`src/logic/fpp_pkg.sv`:
```
// Package for the fault pin propagation block: command code, field layout, timing
package fpp_pkg;

  localparam int          FPP_PAGES         = 2;
  localparam logic [7:0]  FPP_CMD_PROPAGATE = 8'hD2;
  localparam logic [15:0] FPP_PROP_RESET    = 16'h6993;
  // Writable bits; reserved 12,10,9,6,5,3 read back as zero
  // Bit 0 stays writable so the default word can be stored and restored
  localparam logic [15:0] FPP_PROP_MASK     = 16'hE997;

  localparam int FPP_BIT_DECAY   = 15;
  localparam int FPP_BIT_SHORT   = 14;
  localparam int FPP_BIT_TON_MAX = 13;
  localparam int FPP_BIT_INT_OT  = 11;
  localparam int FPP_BIT_UT      = 8;
  localparam int FPP_BIT_OT      = 7;
  localparam int FPP_BIT_VIN_OV  = 4;
  localparam int FPP_BIT_IOUT_OC = 2;
  localparam int FPP_BIT_VOUT_UV = 1;

  localparam int FPP_CLK_HZ       = 50_000_000;
  localparam int FPP_SHORT_HOLD_MS = 120;
  localparam int FPP_SHORT_HOLD_CYC = FPP_CLK_HZ / 1000 * FPP_SHORT_HOLD_MS;

  // Per-page fault flags, one per fault propagation bit (seven), used for detected faults and for response settings
  typedef struct packed {
    logic ton_max;
    logic int_ot;
    logic ut;
    logic ot;
    logic vin_ov;
    logic iout_oc;
    logic vout_uv;
  } fpp_faults_t;

  // Per-page sequencing status
  typedef struct packed {
    logic decay_wait;
    logic short_cycle;
    logic seq_off_done;
  } fpp_seq_t;

  typedef enum logic [1:0] {
    FPP_SC_IDLE = 2'b00,
    FPP_SC_WAIT = 2'b01,
    FPP_SC_HOLD = 2'b10
  } fpp_sc_state_t;

endpackage : fpp_pkg

```
`src/logic/fpp_short_cycle.sv`:
```
// Short command-cycle pin hold timer for one page
module fpp_short_cycle
  import fpp_pkg::*;
#(
  parameter int HOLD_CYC = FPP_SHORT_HOLD_CYC
) (
  input  wire logic clk_i,          // System clock
  input  wire logic reset_i,        // Synchronous reset
  input  wire logic enable_i,       // Propagation bit 14
  input  wire logic short_cycle_i,  // Off then on before sequenced off
  input  wire logic seq_off_done_i, // Off sequence completed
  output logic      pull_o          // Request to pull pin low
);
  localparam int CW = $clog2(HOLD_CYC + 1);

  fpp_sc_state_t   state_q, state_d;
  logic [CW-1:0]   cnt_q, cnt_d;
  logic            pull_q, pull_d;

  always_comb
  begin
    state_d = state_q;
    cnt_d   = cnt_q;
    case (state_q)
      FPP_SC_IDLE:
      begin
        cnt_d = '0;
        if (enable_i && short_cycle_i)
          state_d = FPP_SC_WAIT;
      end
      FPP_SC_WAIT:
      begin
        if (seq_off_done_i)
          state_d = FPP_SC_HOLD;
      end
      FPP_SC_HOLD:
      begin
        // Release 120 ms after sequence off
        if (cnt_q == CW'(HOLD_CYC - 1))
          state_d = FPP_SC_IDLE;
        else
          cnt_d = cnt_q + CW'(1);
      end
      default:
        state_d = FPP_SC_IDLE;
    endcase
    pull_d = (state_d != FPP_SC_IDLE);
  end

  always_ff @(posedge clk_i)
  begin
    if (reset_i)
    begin
      state_q <= FPP_SC_IDLE;
      cnt_q   <= '0;
      pull_q  <= 1'b0;
    end
    else
    begin
      state_q <= state_d;
      cnt_q   <= cnt_d;
      pull_q  <= pull_d;
    end
  end

  assign pull_o = pull_q;

endmodule : fpp_short_cycle

```
`src/logic/fpp_fault_propagate.sv`:
```
// Paged fault pin propagation configuration and fault pin drivers
// Functional notes
// - Paged 16-bit RW word at command 0xD2, default 0x6993.
// - Faults reach pins only when their response setting reacts.
// - Multiphase mode: re-enable waits until output decays to 12.5 percent.
// - During decay wait, pin held low only if bit 15 set.
// - Bit 14: short off-on cycle pulls pin, releases 120 ms after off.
// - Bit 13: turn-on-time-max fault pulls its own page's pin.
// - Bit 11: internal die overtemperature pulls that page's pin.
// - Bit 8: undertemperature fault pulls its page's pin.
// - Common events drive both pins, channel events only their own.
// - Bit 7: overtemperature limit fault pulls its page's pin.
// - Bit 4: input overvoltage fault pulls both pins.
// - Bit 2: output overcurrent fault pulls its page's pin.
// - Bit 1: output undervoltage fault pulls its page's pin.
module fpp_fault_propagate
  import fpp_pkg::*;
#(
  parameter int HOLD_CYC = FPP_SHORT_HOLD_CYC
) (
  input  wire logic                     clk_i,          // System clock
  input  wire logic                     reset_i,        // Synchronous reset
  input  wire logic                     cmd_wr_i,       // Command write strobe
  input  wire logic                     cmd_rd_i,       // Command read strobe
  input  wire logic [7:0]               cmd_code_i,     // Command code
  input  wire logic                     cmd_page_i,     // Selected page
  input  wire logic [15:0]              cmd_wdata_i,    // Write word
  input  wire logic                     nvm_load_i,     // Load stored words
  input  wire logic [FPP_PAGES-1:0][15:0] nvm_word_i,   // Stored words
  input  wire logic [FPP_PAGES-1:0]     multiphase_i,   // Chan config bit 0 clear
  input  wire logic [FPP_PAGES-1:0]     run_req_i,      // Channel commanded on
  input  wire logic [FPP_PAGES-1:0]     decayed_i,      // Output below 12.5 pct
  input  wire fpp_pkg::fpp_faults_t [FPP_PAGES-1:0] fault_i,      // Detected faults
  input  wire fpp_pkg::fpp_faults_t [FPP_PAGES-1:0] respond_i,    // Response reacts
  input  wire fpp_pkg::fpp_seq_t [FPP_PAGES-1:0]    seq_i,        // Sequencing status
  output logic [15:0]                   cmd_rdata_o,    // Read word
  output logic                          cmd_hit_o,      // Command recognised
  output logic [FPP_PAGES-1:0]          restart_ok_o,   // Channel may restart
  output logic                          fault_line_zero_n_o, // Page 0 pin, low = fault
  output logic                          fault_line_zero_oe_n_o, // Low while driving
  output logic                          fault_line_one_n_o,  // Page 1 pin, low = fault
  output logic                          fault_line_one_oe_n_o   // Low while driving
);
  import fpp_pkg::*;

  logic [FPP_PAGES-1:0][15:0] prop_q, prop_d;
  logic [15:0]                rdata_q, rdata_d;
  logic                       hit_q, hit_d;
  logic [FPP_PAGES-1:0]       restart_q, restart_d;
  logic [FPP_PAGES-1:0]       pin_q, pin_d;
  logic [FPP_PAGES-1:0]       short_pull;
  logic                       common_pull;

  // Register file
  always_comb
  begin
    prop_d  = prop_q;
    rdata_d = rdata_q;
    hit_d   = 1'b0;
    if (nvm_load_i)
    begin
      for (int p = 0; p < FPP_PAGES; p++)
        prop_d[p] = nvm_word_i[p] & FPP_PROP_MASK;
    end
    else if (cmd_code_i == FPP_CMD_PROPAGATE)
    begin
      hit_d = cmd_wr_i | cmd_rd_i;
      if (cmd_wr_i)
        prop_d[cmd_page_i] = cmd_wdata_i & FPP_PROP_MASK;
      if (cmd_rd_i)
        rdata_d = prop_q[cmd_page_i];
    end
  end

  always_ff @(posedge clk_i)
  begin
    if (reset_i)
    begin
      for (int p = 0; p < FPP_PAGES; p++)
        prop_q[p] <= FPP_PROP_RESET;
      rdata_q <= '0;
      hit_q   <= 1'b0;
    end
    else
    begin
      prop_q  <= prop_d;
      rdata_q <= rdata_d;
      hit_q   <= hit_d;
    end
  end

  // Input overvoltage is shared by both channels
  always_comb
  begin
    common_pull = 1'b0;
    for (int p = 0; p < FPP_PAGES; p++)
      common_pull = common_pull | (prop_q[p][FPP_BIT_VIN_OV] & fault_i[p].vin_ov
                                   & respond_i[p].vin_ov);
  end

  genvar g;
  generate
    for (g = 0; g < FPP_PAGES; g++)
    begin : g_page
      fpp_short_cycle #(
        .HOLD_CYC (HOLD_CYC)
      ) u_short (
        .clk_i          (clk_i),
        .reset_i        (reset_i),
        .enable_i       (prop_q[g][FPP_BIT_SHORT]),
        .short_cycle_i  (seq_i[g].short_cycle),
        .seq_off_done_i (seq_i[g].seq_off_done),
        .pull_o         (short_pull[g])
      );

      logic waiting;
      logic chan_pull;

      always_comb
      begin
        // Restart withheld until decayed in multiphase mode
        waiting = multiphase_i[g] & run_req_i[g] & seq_i[g].decay_wait
                  & ~decayed_i[g];
        restart_d[g] = run_req_i[g] & ~waiting;
        chan_pull =
            (prop_q[g][FPP_BIT_DECAY]   & waiting)
          | short_pull[g]
          | (prop_q[g][FPP_BIT_TON_MAX] & fault_i[g].ton_max & respond_i[g].ton_max)
          | (prop_q[g][FPP_BIT_INT_OT]  & fault_i[g].int_ot  & respond_i[g].int_ot)
          | (prop_q[g][FPP_BIT_UT]      & fault_i[g].ut      & respond_i[g].ut)
          | (prop_q[g][FPP_BIT_OT]      & fault_i[g].ot      & respond_i[g].ot)
          | (prop_q[g][FPP_BIT_IOUT_OC] & fault_i[g].iout_oc & respond_i[g].iout_oc)
          | (prop_q[g][FPP_BIT_VOUT_UV] & fault_i[g].vout_uv & respond_i[g].vout_uv);
        pin_d[g] = chan_pull | common_pull;
      end
    end
  endgenerate

  always_ff @(posedge clk_i)
  begin
    if (reset_i)
    begin
      restart_q <= '0;
      pin_q     <= '0;
    end
    else
    begin
      restart_q <= restart_d;
      pin_q     <= pin_d;
    end
  end

  // Open drain: data held low, enable active only while pulling
  assign cmd_rdata_o            = rdata_q;
  assign cmd_hit_o              = hit_q;
  assign restart_ok_o           = restart_q;
  assign fault_line_zero_n_o    = 1'b0;
  assign fault_line_zero_oe_n_o = ~pin_q[0];
  assign fault_line_one_n_o     = 1'b0;
  assign fault_line_one_oe_n_o  = ~pin_q[1];

endmodule : fpp_fault_propagate

```
`config.mk`:
```
export PLATFORM = sky130hd
export DESIGN_NAME = fpp_fault_propagate
export DESIGN_NICKNAME = d
export VERILOG_FILES = /design/src/logic/fpp_pkg.sv /design/src/logic/fpp_short_cycle.sv /design/src/logic/fpp_fault_propagate.sv
export SDC_FILE = /design/constraint.sdc
export NUM_CORES = 1
export LEC_CHECK = 0
export BUFFER_PORTS_ARGS = -buffer_cell sky130_fd_sc_hd__buf_2
export CAP_MARGIN = 20
export CORE_ASPECT_RATIO = 0.7
export CORE_MARGIN = 3
export CORE_UTILIZATION = 50
export CTS_BUF_LIST = sky130_fd_sc_hd__clkbuf_16
export DETAILED_ROUTE_END_ITERATION = 10
export PLACE_DENSITY = 0.73
export SYNTH_ARGS = -nofsm -noshare
export SYNTH_HDL_FRONTEND = slang
export SYNTH_HIERARCHICAL = 1
export SYNTH_SLANG_ARGS = --single-unit
```
`constraint.sdc`:
```
create_clock -name clk_i -period 2.5 [get_ports clk_i]
set_input_delay 0.5 -clock clk_i [delete_from_list [all_inputs] [get_ports clk_i]]
set_output_delay 0.5 -clock clk_i [all_outputs]
set_load 0.05 [all_outputs]
```
Word-level counts from Yosys, hierarchy flattened. Index checks and enable logic that the tools add are counted.

Equality and inequality tests: 9. Muxes and demuxes: 20. Reduce and logical (&&, ||, !) cells: 18. Bitwise operators: 64. Order comparisons: 2. $add $sub $neg: 2.

Operators with widths (number): 2-to-1 mux 32 bit (3); case mux 23 bit (2 select lines) (2); 2-to-1 mux 16 bit (3); adder 23 x 1 -> 23 bit, second input constant (2); == test 23 bit, second input constant (2); 2-to-1 mux 23 bit (2); bitwise AND 1 bit (38); bitwise mux 32 bit (1); OR 1 bit (18); demux 16 bit (select 1 bit) (1); 2-to-1 mux 2 bit (6); case mux 2 bit (3 select lines) (2); nonzero test 2 bit (6); == test 8 bit, second input constant (1); NOT 1 bit (8); AND reduction 2 bit (4); == test 2 x 1 -> 1 bit, second input constant (2); == test 2 bit, second input constant (2); logical NOT 2 bit (2); != test 2 bit, second input constant (2); logical AND 1 bit (3); AND reduction 3 bit (1); OR reduction 3 bit (1); < comparator 1 x 2 -> 1 bit, second input constant (1); 2 further kinds (2).

Input port bits: 102. Bits in registers: 105.

Longest topological paths before layout.
Word-level depth: 12. Depth in mapped cells: 7. Mapped depth without buffers: 6.

Modules after synthesis. Netlist, hierarchy kept.

Modules (own cells, without submodules): fpp_short_cycle (sequential area each 520.5 µm², area each 1308.8 µm², cells an instance 158, times used 2); fpp_fault_propagate (sequential area each 700.7 µm², area each 1800.5 µm², cells an instance 180, times used 1).

Worst setup path before layout. Ideal clock, no wire load.

Path kind: input to register. Start: input port cmd_code_i[3]. End: register prop_q[31] (netlist bit). Data required time: 2.379 ns. Stages on the path: 4. Buffers on the path: 1. Setup slack: 0.513 ns. Arrival: 1.867 ns. Cells stage by stage: or4b_1 > buf_2 > nor4_4 > mux2_2.

Longest elaborated chain between the ends: 3.

Ends and longest elaborated chain: from (decl) (RTL line fpp_fault_propagate.sv:25) `input wire logic [7:0] cmd_code_i,`; == test 8 bit (RTL line fpp_fault_propagate.sv:65) `else if (cmd_code_i == FPP_CMD_PROPAGATE)`; nonzero test 2 bit (no source line); AND reduction 2 bit (no source line); to (signal assigned) (RTL line fpp_fault_propagate.sv:86) `prop_q <= prop_d;`; to (decl) (RTL line fpp_fault_propagate.sv:46) `logic [FPP_PAGES-1:0][15:0] prop_q, prop_d;`.

Every way passes these cells. A chain may end at the register's enable or synchronous reset.

Worst setup path in the final report.
Start: register g_page[0].u_short.cnt_q[2]. End: register g_page[0].u_short.cnt_q[15].

Longest elaborated chain between the ends: 3. Elaborated cells on any way between the ends: 6. Those cells by class: 1 x add/sub; 2 x eq/ne; 2 x mux; 1 x reduce/logical.

Ends and longest elaborated chain: from (decl) (RTL line fpp_short_cycle.sv:17) `logic [CW-1:0] cnt_q, cnt_d;`; from (signal assigned) (RTL line fpp_short_cycle.sv:61) `cnt_q <= cnt_d;`; adder 23 x 1 -> 23 bit or == test 23 bit (tied branches) (RTL line fpp_short_cycle.sv:42, fpp_short_cycle.sv:39); 2-to-1 mux 23 bit or != test 2 bit (tied branches); case mux 23 bit (2 select lines) or AND reduction 2 bit (tied branches).

Parallel ways exist; a longest one is shown, timed or not. The select of a mux whose other input is x is not followed.

==> impl_results.html <==
<table>
<tr><th>Metric</th><th>Value</th></tr>
<tr><th colspan="2">Status</th></tr>
<tr><td>Run status</td><td>finished, final reports clean</td></tr>
<tr><th colspan="2">Clock network</th></tr>
<tr><td>Count of buffers added by post-CTS timing repair for setup</td><td>0</td></tr>
<tr><td>Clock transition at the registers of the reported paths</td><td>0.06 ns</td></tr>
<tr><td>Bufs on Longest Clock Path</td><td>2</td></tr>
<tr><td>Cts repair resizes</td><td>0</td></tr>
<tr><td>Number of CTS-inserted buffers</td><td>9</td></tr>
<tr><td>Sinks on Clock Net</td><td>87</td></tr>
<tr><td>Root Buffer Master</td><td>clkbuf_16</td></tr>
<tr><td>Latest clock arrival within the worst-skew pair</td><td>0.33 ns</td></tr>
<tr><td>Hold-fix buffers, CTS</td><td>0</td></tr>
<tr><td>CTS tree</td><td>done</td></tr>
<tr><td>CTS H-tree depth</td><td>3</td></tr>
<tr><th colspan="2">Min path</th></tr>
<tr><td>Number of cells on the worst hold path</td><td>2</td></tr>
<tr><td>Worst min path class</td><td>input pin to flip-flop</td></tr>
<tr><th colspan="2">Route</th></tr>
<tr><td>Initial DRT Pass Iterations</td><td>5</td></tr>
<tr><td>Routed via count</td><td>4296</td></tr>
<tr><td>Antenna viol nets, final</td><td>0</td></tr>
<tr><td>DRC viols</td><td>0</td></tr>
<tr><td>Routed WL</td><td>12200 um</td></tr>
<tr><td>Detail-routed via count per cell</td><td>6.07</td></tr>
<tr><td>DRC violation total after the first TritonRoute iteration</td><td>372</td></tr>
<tr><td>Wirelength per Cell</td><td>17.2 um</td></tr>
<tr><th colspan="2">Setup path</th></tr>
<tr><td>Path type of the worst setup path</td><td>flip-flop to flip-flop</td></tr>
<tr><td>Required time of the worst setup path</td><td>2.76 ns</td></tr>
<tr><td>Startpoint types</td><td>flip-flop</td></tr>
<tr><td>Worst-path maximum fanout</td><td>9</td></tr>
<tr><td>Depth of the most critical reg-to-reg path</td><td>4</td></tr>
<tr><td>Endpoint kind of the worst setup timing path</td><td>flip-flop</td></tr>
<tr><td>CP arrival</td><td>2.37 ns</td></tr>
<tr><th colspan="2">Synthesis</th></tr>
<tr><td>Post-synth top flop</td><td>dfxtp_1</td></tr>
<tr><td>Post-synthesis sequential element count</td><td>87</td></tr>
<tr><td>Cell Area, Synth</td><td>4420 um2</td></tr>
<tr><td>Async set or reset register ratio after synthesis</td><td>0</td></tr>
<tr><td>Distinct cell type count after synthesis</td><td>51</td></tr>
<tr><td>Count of mapped cells out of synthesis</td><td>496</td></tr>
<tr><td>Synth warnings</td><td>6</td></tr>
<tr><td>Share of the yosys chip area belonging to registers</td><td>0.394</td></tr>
<tr><td>Number of enable-type register cells in the synthesized netlist</td><td>0</td></tr>
<tr><td>Mean instance size in the synthesized netlist</td><td>8.91 um2</td></tr>
<tr><th colspan="2">Pwr</th></tr>
<tr><td>Combinational share of power</td><td>0.111</td></tr>
<tr><td>Static Leak</td><td>2.03 nW</td></tr>
<tr><td>Internal power</td><td>2.21 mW</td></tr>
<tr><td>Power Density</td><td>568 nW/um2</td></tr>
<tr><td>Maximum resistive drop on vdd</td><td>383 uV</td></tr>
<tr><td>Clock group share of total power</td><td>0.396</td></tr>
<tr><td>Net Sw Frac</td><td>0.256</td></tr>
<tr><td>Seq pwr share</td><td>0.493</td></tr>
<tr><td>Switching power total</td><td>0.758 mW</td></tr>
<tr><th colspan="2">STA</th></tr>
<tr><td>RSZ-0062 raised after global routing</td><td>no</td></tr>
<tr><td>Max-slew headroom</td><td>0.410</td></tr>
<tr><td>Max frequency</td><td>0.475 GHz</td></tr>
<tr><td>Final critical path time including I/O delays and setup</td><td>2.11 ns</td></tr>
<tr><td>Finish-stage setup viols</td><td>0</td></tr>
<tr><td>Post-route worst setup slack</td><td>0.394 ns</td></tr>
<tr><td>Fin. max-slew vios</td><td>0</td></tr>
<tr><td>Final Hold Violating Endpoints</td><td>0</td></tr>
<tr><td>Setup Skew</td><td>0.00695 ns</td></tr>
<tr><td>Slew at the pin with the worst max-slew slack</td><td>0.881 ns</td></tr>
<tr><td>Share of the cycle needed by the critical path after routing</td><td>0.842</td></tr>
<tr><td>Total negative slack</td><td>0 ns</td></tr>
<tr><th colspan="2">Job</th></tr>
<tr><td># Max-Cap Violations</td><td>0</td></tr>
<tr><th colspan="2">Cells and area</th></tr>
<tr><td>Fraction of layout instances using a drive strength above 1</td><td>0.224</td></tr>
<tr><td>Top library cells by usage in the layout, fill and taps aside</td><td>buf_2, dfxtp_1, nand2_1</td></tr>
<tr><td>Synth-to-Final Area Change</td><td>18.1%</td></tr>
<tr><td>Antenna cell count</td><td>0</td></tr>
<tr><td>Number of non-filler instances in the completed layout</td><td>708</td></tr>
<tr><td>Most common cell after layout, fill and taps aside</td><td>buf_2</td></tr>
<tr><td>Net count reported at finish</td><td>687</td></tr>
<tr><th colspan="2">Place</th></tr>
<tr><td>Port Buf Inserts</td><td>98</td></tr>
<tr><td>Post-place setup slack</td><td>0.255 ns</td></tr>
<tr><td>Detail Placement HPWL</td><td>9010 um</td></tr>
<tr><td>Placer Congestion</td><td>0.952</td></tr>
<tr><td>Placed Cells incl. Taps</td><td>692</td></tr>
<tr><th colspan="2">Global route</th></tr>
<tr><td>Total track usage</td><td>0.241</td></tr>
<tr><td>Wire length of the first global-routing pass</td><td>19600 um</td></tr>
<tr><td>Gr ovfl total</td><td>0</td></tr>
<tr><td>Vias in the first global route</td><td>3942</td></tr>
<tr><td>Maximum number of pins on one net before global-route repair</td><td>37</td></tr>
<tr><td>Antenna violations before repair</td><td>0</td></tr>
<tr><th colspan="2">Die</th></tr>
<tr><td>Die Span Y</td><td>84.6 um</td></tr>
<tr><td>Horiz. Die Dim</td><td>118 um</td></tr>
<tr><td>Floorplan core area</td><td>8510 um2</td></tr>
<tr><td>Die area</td><td>10000 um2</td></tr>
<tr><td>Number of ports placed on the die boundary</td><td>125</td></tr>
<tr><td>Std cell rows</td><td>28</td></tr>
<tr><td>Initial standard-cell utilization of the core</td><td>0.519</td></tr>
</table>
## cells by family after synthesis
group | count (synthesis) | share of synthesized area
AO/OA/AOI/OAI | 128 | 0.212
XOR/XNOR | 18 | 0.0357
adder cells (fa/ha/maj) | 2 | 0.00566
buffers and inverters | 49 | 0.0532
flip-flops | 87 | 0.394
multiplexers | 14 | 0.0326
other | 1 | 0.000849
AND/OR/NAND/NOR | 197 | 0.266
## synth_stat cells (12+ instances only)
cell type	number	area (um2)
dfxtp_1	87	1740
nand2_1	31	116
nor2_1	28	105
nand3_1	27	135
a21o_1	22	165
a21oi_1	22	110
clkbuf_1	18	67.6
or4_1	18	135
a221o_1	16	160
a41oi_1	14	123
xnor2_1	14	123
a211oi_1	12	90.1
nor4_1	12	75.1
o31ai_1	12	90.1
## cell type report
class / count / area [um2]
fillers: 746 / 3300
clock inverters: 7 / 33.8
well taps: 120 / 150
flip-flops and latches: 87 / 1740
repair buffers: 107 / 558
inverters: 11 / 41.3
multi-input cells: 367 / 2470
clock buffers: 9 / 225
## power by group through the flow
stage	clock [mW]	combinational [mW]	sequential (mW)
2_1_floorplan	0	0.212	1.48
3_3_place_gp	0	0.317	1.49
3_5_place_dp	0	0.323	1.49
4_1_cts	1.21	0.325	1.46
5_1_grt	1.26	0.355	1.46
6_report	1.17	0.329	1.46
## stage by stage
step | instance area (um2) | power [mW] | util | hold WS, ns
2_1_floorplan | 4440 | 1.69 | - | 0.452
6_report | 5220 | 2.96 | 0.613 | 0.410
5_1_grt | 5220 | 3.08 | 0.613 | 0.401
3_5_place_dp | 4960 | 1.81 | 0.582 | 0.478
4_1_cts | 5220 | 2.99 | 0.613 | 0.397
3_3_place_gp | 4960 | 1.81 | 0.582 | 0.469
## final timing paths
check	from	slack, ns	end
max	g_page[0].u_short/cnt_q[2]$_SDFFE_PP0P_	0.39	g_page[0].u_short/cnt_q[15]$_SDFFE_PP0P_
min	cmd_wdata_i[1]	0.41	prop_q[1]$_SDFFE_PP1P_
max reg2reg	g_page[0].u_short/cnt_q[2]$_SDFFE_PP0P_	0.39	g_page[0].u_short/cnt_q[15]$_SDFFE_PP0P_
min reg2reg	prop_q[16]$_SDFFE_PP1P_	0.49	prop_q[16]$_SDFFE_PP1P_
## critical path: stages, from the launching register on
cell	delay (ns)
dfxtp_1	0.47
nand4_2	0.19
or4_1	0.69
or4_1	0.54
a21oi_1	0.15
## sequential cells by signal (all words and copies together), names as in the netlist
register	count
prop_q	20
g_page.u_short/cnt_q	46
restart_ok_o	2
cmd_rdata_o	10
g_page.u_short/pull_o	2
g_page.u_short/state_q	4
cmd_hit_o	1
pin_q	2
## per-layer routing
layer / vias to the layer above / global-route usage / wire (um)
met5: - / 0 / 0
met4: 0 / 0.0606 / 119
met3: 14 / 0.0761 / 1110
met2: 190 / 0.345 / 5340
met1: 2025 / 0.352 / 5590
li1: 2067 / - / -
(Power assumes the default switching activity.)
